$ cat src/core/rcf_pkg.sv
// Shared constants, types and decoders of the reset command and flags block.
// Assumes a single 20 MHz core clock and an Avalon-MM slave with byte addresses.
package rcf_pkg;

    localparam int RCF_ADDR_W = 18;
    localparam int RCF_BUS_W = 32;
    localparam int RCF_REG_W = 8;
    localparam int RCF_BE_W = RCF_BUS_W / 8;
    localparam int RCF_IDX_W = 16;

    // Register indices; the byte address is four times the index
    localparam logic [RCF_IDX_W-1:0] RCF_IDX_CMD = 16'ha017;
    localparam logic [RCF_IDX_W-1:0] RCF_IDX_STAT = 16'ha018;
    localparam logic [RCF_IDX_W-1:0] RCF_IDX_MASK = 16'ha019;

    // Write layout of reset_command
    localparam int RCF_BIT_CKM_EN = 7;
    localparam int RCF_BIT_ECC_EN = 6;
    localparam int RCF_BIT_FLAG_CLEAR = 4;
    localparam int RCF_KEY_W = 4;

    // Flag and event layout, shared by read data, status and mask
    localparam int RCF_EV_W = 4;
    localparam int RCF_F_CKM = 3;
    localparam int RCF_F_ECC = 2;
    localparam int RCF_F_WDT = 1;
    localparam int RCF_F_CMD = 0;

    localparam logic [RCF_KEY_W-1:0] RCF_KEY_FIRST = 4'h5;
    localparam logic [RCF_KEY_W-1:0] RCF_KEY_SECOND = 4'ha;
    localparam logic [RCF_REG_W-1:0] RCF_CMD_RESET = 8'h00;
    localparam logic [RCF_EV_W-1:0] RCF_EV_NONE = 4'h0;

    // Slow oscillator periods without a system clock beat before a fault
    localparam int RCF_MISS_W = 3;
    localparam logic [RCF_MISS_W-1:0] RCF_MISS_LIMIT = 3'h4;
    localparam int RCF_SYNC_N = 3;

    typedef enum logic [1:0]
    {
        RCF_KEY_IDLE = 2'b01,
        RCF_KEY_ARMED = 2'b10
    } rcf_key_t;

    typedef struct packed
    {
        logic read;
        logic write;
        logic [RCF_ADDR_W-1:0] address;
        logic [RCF_BE_W-1:0] byteenable;
        logic [RCF_BUS_W-1:0] writedata;
    } rcf_av_req_t;

    typedef struct packed
    {
        logic [RCF_EV_W-1:0] flags;
        logic ckm_en;
        logic ecc_en;
        rcf_key_t key;
        logic [RCF_EV_W-1:0] irq_stat;
        logic [RCF_EV_W-1:0] irq_mask;
        logic ack;
        logic [RCF_REG_W-1:0] rdata;
        logic soft_req;
        logic hw_req;
    } rcf_state_t;

    typedef struct packed
    {
        logic [RCF_SYNC_N-1:0] osc_sync;
        logic [RCF_SYNC_N-1:0] beat_sync;
        logic osc_lvl;
        logic beat_lvl;
        logic [RCF_MISS_W-1:0] miss;
        logic fired;
        logic fault;
    } rcf_mon_state_t;

    function automatic logic rcf_hit(input logic [RCF_ADDR_W-1:0] addr,
                                     input logic [RCF_IDX_W-1:0] idx);
        rcf_hit = (addr == {idx, 2'b00});
    endfunction : rcf_hit

endpackage : rcf_pkg

$ cat src/core/rcf_clk_mon.sv
// Clock monitor: counts slow oscillator periods with no system clock beat.
// Assumes slow_osc and sys_beat arrive asynchronously from pins or other domains.
module rcf_clk_mon
    import rcf_pkg::*;
(
    input wire logic core_clk,
    input wire logic rst,
    input wire logic slow_osc,
    input wire logic sys_beat,
    input wire logic normal_mode,
    output logic clock_fault
);

    rcf_mon_state_t st_reg;
    rcf_mon_state_t st_next;
    logic osc_rise;
    logic beat_change;

    always_comb
    begin
        st_next = st_reg;
        st_next.osc_sync = {st_reg.osc_sync[RCF_SYNC_N-2:0], slow_osc};
        st_next.beat_sync = {st_reg.beat_sync[RCF_SYNC_N-2:0], sys_beat};
        // A level counts once the second and third stages agree
        if (st_reg.osc_sync[1] == st_reg.osc_sync[2])
        begin
            st_next.osc_lvl = st_reg.osc_sync[2];
        end
        if (st_reg.beat_sync[1] == st_reg.beat_sync[2])
        begin
            st_next.beat_lvl = st_reg.beat_sync[2];
        end
        osc_rise = st_next.osc_lvl && !st_reg.osc_lvl;
        beat_change = st_next.beat_lvl != st_reg.beat_lvl;
        st_next.fault = 1'b0;
        if (beat_change || !normal_mode)
        begin
            st_next.miss = '0;
            st_next.fired = 1'b0;
        end
        else if (osc_rise && !st_reg.fired)
        begin
            st_next.miss = st_reg.miss + 1'b1;
            if (st_next.miss == RCF_MISS_LIMIT)
            begin
                st_next.fault = 1'b1;
                st_next.fired = 1'b1;
            end
        end
    end

    always_ff @(posedge core_clk)
    begin
        if (rst)
        begin
            st_reg <= '0;
        end
        else
        begin
            st_reg <= st_next;
        end
    end

    assign clock_fault = st_reg.fault;

endmodule : rcf_clk_mon

$ cat src/core/rcf_reset_cmd.sv
// Reset command register, reset cause flags and their interrupt.
// Assumes an Avalon-MM master on core_clk and rst driven by power-on reset.
//
// Operation
// - Key 0101 then 1010 starts software reset
// - Wrong key returns tracker idle; key write-only
// - Clock-fault enable resets; cleared after any reset
// - ECC enable makes fetch ECC error reset
// - Clock-fault flag set by hardware, POR-only clear; here the flag-clear bit clears it too
// - Flag-clear bit clears four flags, self-clears
// - Bits 7..4 read zero; flags readable
// - Writes write-protected; register resets to zero
// - Four slow periods without clock: fault
// - Soft resets keep some registers; hard resets all
//
// The Avalon-MM slave port was left to the implementer.
module rcf_reset_cmd
    import rcf_pkg::*;
(
    input wire logic core_clk,
    input wire logic rst,
    input wire rcf_av_req_t avs_req,
    output logic avs_waitrequest,
    output logic [RCF_BUS_W-1:0] avs_readdata,
    input wire logic write_protect,
    input wire logic slow_osc,
    input wire logic sys_beat,
    input wire logic normal_mode,
    input wire logic ecc_fetch_err,
    input wire logic wdt_reset,
    input wire logic hw_reset,
    output logic soft_reset_req,
    output logic hw_reset_req,
    output logic irq
);

    rcf_state_t st_reg;
    rcf_state_t st_next;
    logic clock_fault;
    logic req;
    logic wr_go;
    logic wr_cmd;
    logic wr_stat;
    logic wr_mask;
    logic [RCF_KEY_W-1:0] key_in;
    logic soft_cmd;
    logic ckm_rst;
    logic ecc_rst;
    logic any_reset;
    logic hard_reset;
    logic [RCF_EV_W-1:0] flag_set;
    logic [RCF_EV_W-1:0] events;
    logic [RCF_EV_W-1:0] stat_clr;

    rcf_clk_mon u_clk_mon
    (
        .core_clk(core_clk),
        .rst(rst),
        .slow_osc(slow_osc),
        .sys_beat(sys_beat),
        .normal_mode(normal_mode),
        .clock_fault(clock_fault)
    );

    function automatic logic [RCF_REG_W-1:0] rd_mux(input rcf_state_t s,
                                                   input logic [RCF_ADDR_W-1:0] a);
        rd_mux = '0;
        if (rcf_hit(a, RCF_IDX_CMD))
        begin
            rd_mux = {{(RCF_REG_W-RCF_EV_W){1'b0}}, s.flags};
        end
        else if (rcf_hit(a, RCF_IDX_STAT))
        begin
            rd_mux = {{(RCF_REG_W-RCF_EV_W){1'b0}}, s.irq_stat};
        end
        else if (rcf_hit(a, RCF_IDX_MASK))
        begin
            rd_mux = {{(RCF_REG_W-RCF_EV_W){1'b0}}, s.irq_mask};
        end
    endfunction : rd_mux

    always_comb
    begin
        st_next = st_reg;
        st_next.soft_req = 1'b0;
        st_next.hw_req = 1'b0;
        req = avs_req.read || avs_req.write;
        // One wait state: the request is taken at the second edge
        st_next.ack = req && !st_reg.ack;
        wr_go = avs_req.write && st_reg.ack && avs_req.byteenable[0];
        wr_cmd = wr_go && rcf_hit(avs_req.address, RCF_IDX_CMD) && !write_protect;
        wr_stat = wr_go && rcf_hit(avs_req.address, RCF_IDX_STAT);
        wr_mask = wr_go && rcf_hit(avs_req.address, RCF_IDX_MASK);
        key_in = avs_req.writedata[RCF_KEY_W-1:0];
        if (st_next.ack)
        begin
            st_next.rdata = rd_mux(st_reg, avs_req.address);
        end

        soft_cmd = wr_cmd && (st_reg.key == RCF_KEY_ARMED) && (key_in == RCF_KEY_SECOND);
        ckm_rst = clock_fault && st_reg.ckm_en;
        ecc_rst = ecc_fetch_err && st_reg.ecc_en;
        any_reset = soft_cmd || ckm_rst || ecc_rst || wdt_reset || hw_reset;
        hard_reset = ckm_rst || hw_reset;

        if (wr_cmd)
        begin
            st_next.ckm_en = avs_req.writedata[RCF_BIT_CKM_EN];
            st_next.ecc_en = avs_req.writedata[RCF_BIT_ECC_EN];
            // Every write presents a key value, so any other value breaks the sequence
            if (st_reg.key == RCF_KEY_IDLE && key_in == RCF_KEY_FIRST)
            begin
                st_next.key = RCF_KEY_ARMED;
            end
            else
            begin
                st_next.key = RCF_KEY_IDLE;
            end
            if (avs_req.writedata[RCF_BIT_FLAG_CLEAR])
            begin
                st_next.flags = RCF_EV_NONE;
            end
        end

        // Any reset drops the clock-fault enable and the key tracker
        if (any_reset)
        begin
            st_next.ckm_en = 1'b0;
            st_next.key = RCF_KEY_IDLE;
        end
        // Only hardware resets restore the ECC enable too
        if (hard_reset)
        begin
            st_next.ecc_en = 1'b0;
        end

        // Setting wins over a flag clear in the same cycle
        flag_set = RCF_EV_NONE;
        flag_set[RCF_F_CKM] = ckm_rst;
        flag_set[RCF_F_ECC] = ecc_rst;
        flag_set[RCF_F_WDT] = wdt_reset;
        flag_set[RCF_F_CMD] = soft_cmd;
        st_next.flags = st_next.flags | flag_set;

        st_next.soft_req = soft_cmd || ecc_rst;
        st_next.hw_req = ckm_rst;

        events = RCF_EV_NONE;
        events[RCF_F_CKM] = clock_fault;
        events[RCF_F_ECC] = ecc_fetch_err;
        events[RCF_F_WDT] = wdt_reset;
        events[RCF_F_CMD] = soft_cmd;
        stat_clr = wr_stat ? avs_req.writedata[RCF_EV_W-1:0] : RCF_EV_NONE;
        st_next.irq_stat = (st_reg.irq_stat & ~stat_clr) | events;
        if (wr_mask)
        begin
            st_next.irq_mask = avs_req.writedata[RCF_EV_W-1:0];
        end
    end

    // Power-on reset: every field but the key tracker to zero, flags included; tracker to idle
    always_ff @(posedge core_clk)
    begin
        if (rst)
        begin
            st_reg <= '0;
            st_reg.key <= RCF_KEY_IDLE;
        end
        else
        begin
            st_reg <= st_next;
        end
    end

    assign avs_waitrequest = (avs_req.read || avs_req.write) && !st_reg.ack;
    assign avs_readdata = {{(RCF_BUS_W-RCF_REG_W){1'b0}}, st_reg.rdata};
    assign soft_reset_req = st_reg.soft_req;
    assign hw_reset_req = st_reg.hw_req;
    assign irq = |(st_reg.irq_stat & st_reg.irq_mask);

    // Assertion helpers
    logic cmd_wr_a_h;
    logic stat_wr_a_h;
    logic mask_wr_a_h;
    logic clr_wr_a_h;
    logic [RCF_KEY_W-1:0] key_a_h;
    logic [RCF_EV_W-1:0] wdata_lo_a_h;
    assign cmd_wr_a_h = avs_req.write && st_reg.ack && avs_req.byteenable[0]
        && rcf_hit(avs_req.address, RCF_IDX_CMD) && !write_protect;
    assign stat_wr_a_h = avs_req.write && st_reg.ack && avs_req.byteenable[0]
        && rcf_hit(avs_req.address, RCF_IDX_STAT);
    assign mask_wr_a_h = avs_req.write && st_reg.ack && avs_req.byteenable[0]
        && rcf_hit(avs_req.address, RCF_IDX_MASK);
    assign clr_wr_a_h = cmd_wr_a_h && avs_req.writedata[RCF_BIT_FLAG_CLEAR];
    assign key_a_h = avs_req.writedata[RCF_KEY_W-1:0];
    assign wdata_lo_a_h = avs_req.writedata[RCF_EV_W-1:0];

    for (genvar i = 0; i < RCF_EV_W; i++)
    begin : g_stat_chk

    end
endmodule : rcf_reset_cmd

$ cat config.mk
export PLATFORM = sky130hd
export DESIGN_NAME = rcf_reset_cmd
export DESIGN_NICKNAME = d
export VERILOG_FILES = /design/src/core/rcf_pkg.sv /design/src/core/rcf_clk_mon.sv /design/src/core/rcf_reset_cmd.sv
export SDC_FILE = /design/constraint.sdc
export NUM_CORES = 1
export LEC_CHECK = 0
export ABC_AREA = 1
export BUFFER_PORTS_ARGS = -buffer_cell sky130_fd_sc_hd__buf_2
export CAP_MARGIN = 5
export CORE_MARGIN = 10
export CORE_UTILIZATION = 45
export DETAILED_ROUTE_END_ITERATION = 7
export GPL_TIMING_DRIVEN = 1
export PLACE_DENSITY = 0.8
export SYNTH_ARGS = -nofsm -noshare
export SYNTH_HDL_FRONTEND = slang
export SYNTH_SLANG_ARGS = --single-unit
$ cat constraint.sdc
create_clock -name core_clk -period 1.8 [get_ports core_clk]
set_clock_uncertainty 0.2 [all_clocks]
set_input_delay 0.27 -clock core_clk [delete_from_list [all_inputs] [get_ports core_clk]]
set_output_delay 0.27 -clock core_clk [all_outputs]
set_load 0.05 [all_outputs]
==> results of run 1 <==
layout make-up:
type	instances	area, µm²
inverter	29	109
fill	401	1860
sequential	36	721
timing repair buffer	51	278
multi-input combinational	185	925
tap	50	62.6
clock inverter	2	35.0
clock buffer	6	72.6
timing repair:
action / CTS / global route
hold buffers: 2 / 0
setup endpoints to repair: 0 / 0
hold endpoints to repair: 2 / 0
how the worst max path moves through the flow:
stage                     startpoint                            to  slack (ns)  cells after the start
2_1_floorplan            avs_req[54]  avs_readdata[0]$_SDFFE_PP0P_        0.16                      6
3_3_place_gp             avs_req[43]         st_reg[26]$_SDFF_PP0_        0.14                     11
3_5_place_dp             avs_req[49]       st_reg[19]$_SDFFE_PP1N_        0.12                      9
4_1_cts        st_reg[10]$_SDFF_PP0_               avs_waitrequest        0.12                      4
5_1_grt        st_reg[10]$_SDFF_PP0_               avs_waitrequest        0.04                      4
6_report       st_reg[10]$_SDFF_PP0_               avs_waitrequest        0.14                      4
logic make-up (layout without fill, tap and decap cells):
group / Yosys count / in the layout / synth area share [%]
other: 1 / 28 / 0.196
buffers and inverters: 65 / 88 / 19.2
AO/OA/AOI/OAI: 29 / 29 / 7.85
XOR/XNOR: 3 / 3 / 1.37
flip-flops: 36 / 36 / 37.7
adder cells (fa/ha/maj): 2 / 2 / 1.31
AND/OR/NAND/NOR: 123 / 123 / 32.3
cell usage in the layout, fill, tap and decap left out, types with 7 or more instances in the layout:
cell type   n
a21oi_1    19
buf_2      44
conb_1     28
dfxtp_1    36
inv_1      28
nand2_1    44
nand3_1    12
nand4_1    14
nor2_1     28
o21ai_0     7
power breakdown:
group | switching (µW) | internal [µW] | total, µW
Combinational | 205 | 57.3 | 262
Sequential | 6.01 | 808 | 814
Clock | 274 | 411 | 685
tightest hold or removal path, delay by kind of cell:
kind | cells | cell delay, ns
compound gates | 1 | 0.04
buf+inv | 1 | 0.09
simple gates | 1 | 0.08
metrics by stage:
step	util (%)	cell area, µm²
2_1_floorplan	-	2010
3_3_place_gp	51.1	2070
3_5_place_dp	51.1	2070
4_1_cts	54.3	2200
5_1_grt	54.3	2200
6_report	54.3	2200
metal layers:
layer  share of wire, %  GRT usage, %  vias up  wire length [µm]
li1                   -             -      874                 -
met1                 40          11.1      733              1700
met2                 47          19.5       63              1990
met3                 12          6.79        8               502
met4                1.6          4.64        0                70
met5                  0             0        -                 0
==> run metrics, run 1 <==
mean post-synth cell area 7.38 µm²; Reg-to-Reg Start st_reg[10]$_SDFF_PP0_; Synth async-reset ratio 0%; via count 1678; RSZ-0062 raised after global routing no; min-delay worst type in -> reg; crit path capture type output port; slowest library cell on the worst path dfxtp_1; GRT Util Overall 11.5%; vias in the first global route 1620; hold depth 3; DR iter-0 viols 98; Clock Latency Late Sink 0.29 ns; EDFF count, synth 0; H-tree depth 2; I/O Pins 101; Worst-path clk slew 0.07 ns; cts repair resizes 0; hold path start ecc_fetch_err; Worst Reg-to-Reg Cells 5; R2R setup slack 0.38 ns; CTS tree built; crit path cell chain inv_1 > o21ai_0 > inv_1 > buf_2; first-pass GRT wire length 6930 µm; top cells by count, synth nand2_1, dfxtp_1, buf_4; Core Area 4060 µm²; ant diodes 0; TritonCTS Buffers 5; top_reg_cell synth dfxtp_1; Max-Cap Viols 0; DRT antenna net count 0; non-filler cells, final 359; Critical Path RT 1.33 ns; area share of the largest cell type after synthesis 37.7%; DRC viols 0; Max Fclk 603 MHz; routed vias/inst 4.67; count leader, synth nand2_1; Root Buffer clkbuf_8; cell area after synthesis 1910 µm²; GRT overflow 0; synth top area cells dfxtp_1, buf_4, nand2_1, inv_1, nor2_1; largest net degree at the start of global routing 17; initial antenna violation count 0; placed cell count 349; FF+latch count, synth 36; final worst slack 0.142 ns; final hold slack 0.0246 ns; drt wl/cell 11.9 µm; Detail Placement HPWL 3480 µm; clock buffer depth 2; max reg flops 17; Cell Pwr Density 800 nW/µm²; crit share post-route 92.1%; Setup TNS Final 0 ns; sequential element share of the synthesized area 37.7%; Final Hold Vio Count 0; GP Congestion 0.840; WP buf/inv 3; Die Y 85.2 µm; sink of the worst hold path st_reg[17]$_SDFF_PP0_; worst vdd ir 572 µV; crit-path most repeated cell inv_1; DRT Wirelength 4260 µm; total power 1760 µW; fin. max-slew vios 0; clock sinks 36; Critical Path AT 1.19 ns; Setup Viol. Count Final 0; Crit Reg-Reg Endpoint st_reg[25]$_SDFF_PP0_; post-synth cell types 28; Lkg Pwr 0.00106 µW; startpoint class of the critical path flip-flop; post-synth top area cell dfxtp_1; Buffers on Ports 44; Synth warnings 0; Crit Path Category reg -> out; CP Max Fanout 5; nets 375; crit path time final 1.66 ns; post-CTS setup buffers 0; initial core utilization 47.1%; synth-to-layout area growth 15.2%; cell family with most CP delay buffers and inverters; status finished clean; pre-CTS setup slack 0.124 ns; chip width 85.2 µm; Mapped Cells 259; row cnt 23; share of cells above drive strength 1 23.0%; First-pass DRT Iterations 6; die area 7260 µm²; max incr delay on CP 0.31 ns
No activity file was read; power rests on OpenSTA's default activity.
==> run 2, diff against run 1 <==
Settings changed: CORE_UTILIZATION 45 to 46, SYNTH_HIERARCHICAL set to 1.
==> run metrics, run 2 <==
count leader, synth nand2_1; Buffers on Ports 44; crit path capture type output port; pre-CTS setup slack 0.210 ns; clock sinks 36; P_int 1180 µW; DRT Wirelength 4370 µm; CP Max Fanout 5; synth top area cells dfxtp_1, buf_4, nand2_1, inv_1, nand4_1; Worst-path clk slew 0.06 ns; Root Buffer clkbuf_8; R2R setup slack 0.31 ns; Max-Cap Viols 0; final worst slack 0.178 ns; slowest library cell on the worst path dfxtp_1; FF+latch count, synth 36; nets 386; initial antenna violation count 0; post-synth top area cell dfxtp_1; vias in the first global route 1656; largest net degree at the start of global routing 20; clock power share 34.5%; crit path cell chain inv_1 > o21ai_1 > inv_1 > buf_2; drt wl/cell 11.7 µm; crit share post-route 90.1%; TritonCTS Buffers 5; combinational fraction of design power 16.8%; placed cell count 362; Max Fclk 617 MHz; non-filler cells, final 372; Core Area 4380 µm²; Setup TNS Final 0 ns; routed vias/inst 4.72; min-delay worst type in -> reg; DRT antenna net count 0; Final Hold Vio Count 0; First-pass DRT Iterations 4; clock buffer depth 2; cell area after synthesis 2090 µm²; sequential element share of the synthesized area 34.5%; Crit Path Category reg -> out; startpoint class of the critical path flip-flop; Synth warnings 6; share of cells above drive strength 1 28.1%; Detail Placement HPWL 3630 µm; row cnt 24; switch share 29.4%; status finished clean; final hold slack 0.0396 ns; DR iter-0 viols 44; RSZ-0062 raised after global routing no; Cell Pwr Density 720 nW/µm²; initial core utilization 47.6%; Clock Latency Late Sink 0.28 ns; Die Y 87.4 µm; Mapped Cells 273; Lkg Pwr 0.00114 µW; top_reg_cell synth dfxtp_1; CTS tree built; EDFF count, synth 0; commonest non-fill, non-tap cell in the layout buf_2; Setup Viol. Count Final 0; GRT Util Overall 11.5%; fin. max-slew vios 0; GRT overflow 0; chip width 87.4 µm; post-synth cell types 34; I/O Pins 101; DRC viols 0; crit path time final 1.62 ns; max incr delay on CP 0.31 ns; P_sw 492 µW; worst vdd ir 534 µV; synth-to-layout area growth 11.4%; via count 1755; Critical Path AT 1.15 ns; most frequent cells in the layout buf_2, nand2_1, inv_1, dfxtp_1, conb_1; Seq pwr share 48.8%; crit-path most repeated cell inv_1; GP Congestion 0.761; ant diodes 0; Critical Path RT 1.33 ns; area share of the largest cell type after synthesis 34.5%; Synth async-reset ratio 0%; top cells by count, synth nand2_1, dfxtp_1, inv_1; die area 7630 µm²; mean post-synth cell area 7.65 µm²; H-tree depth 2; max reg flops 17; first-pass GRT wire length 7250 µm
## run 2: critical path: cells and delay by family (launching register included)
kind            cells  cell delay, ns
compound gates      1            0.07
flops               1            0.31
buf+inv             3            0.49
## run 2: cell type report
cell class | count | area [µm²]
fillers | 429 | 2060
multi-input cells | 186 | 1040
flip-flops and latches | 36 | 721
repair buffers | 48 | 255
inverters | 42 | 158
clock buffers | 8 | 90.1
well taps | 52 | 65.1
## run 2: what timing repair did
item,in CTS,in global routing
endpoints found under the hold margin,2,0
resized for setup,0,0
hold buffers,2,0
setup buffers,0,0
setup endpoints to repair,0,0
## run 2: final timing paths
path / start / end / depth (start not counted)
setup / recovery: st_reg[10]$_SDFF_PP0_ / avs_waitrequest / 4
setup reg to reg: st_reg[19]$_SDFFE_PP1N_ / st_reg[22]$_SDFFE_PP0N_ / 5
hold reg to reg: u_clk_mon/st_next[11]$_SDFF_PP0_ / u_clk_mon/st_next[12]$_SDFF_PP0_ / 2
hold / removal: rst / st_reg[23]$_SDFF_PP0_ / 2
## run 2: cell families after synthesis
family / after synthesis / synth area share (%)
adders and majority gates: 2 / 1.20
AOI/OAI and AO/OA: 32 / 9.29
DFF: 36 / 34.5
other: 1 / 0.180
buffers and inverters: 78 / 20.7
and+or+nand+nor: 124 / 34.2
## run 2: routing by layer
metal	routed length, µm	part of all wire (%)	up-vias	global-route usage [%]
met1	1610	37	797	11.3
met5	0	0	-	0
met4	33	0.76	0	3.48
li1	-	-	905	-
met2	2290	53	49	20.9
met3	429	9.8	4	5.24
## run 2: metrics by stage
| stage | area (µm²) | power (µW) | util, % |
|---|---|---|---|
| 4_1_cts | 2330 | 1690 | 53.1 |
| 2_1_floorplan | 2190 | 1090 | - |
| 6_report | 2330 | 1670 | 53.1 |
| 3_5_place_dp | 2220 | 1110 | 50.5 |
| 3_3_place_gp | 2220 | 1100 | 50.5 |
| 5_1_grt | 2330 | 1750 | 53.1 |
## run 2: power by group through the flow
stage	clock, µW	combinational [µW]	sequential (µW)
floorplan	0	259	832
global placement	0	270	833
detailed placement	0	275	834
CTS	592	279	816
global route	629	303	816
finish	577	280	816
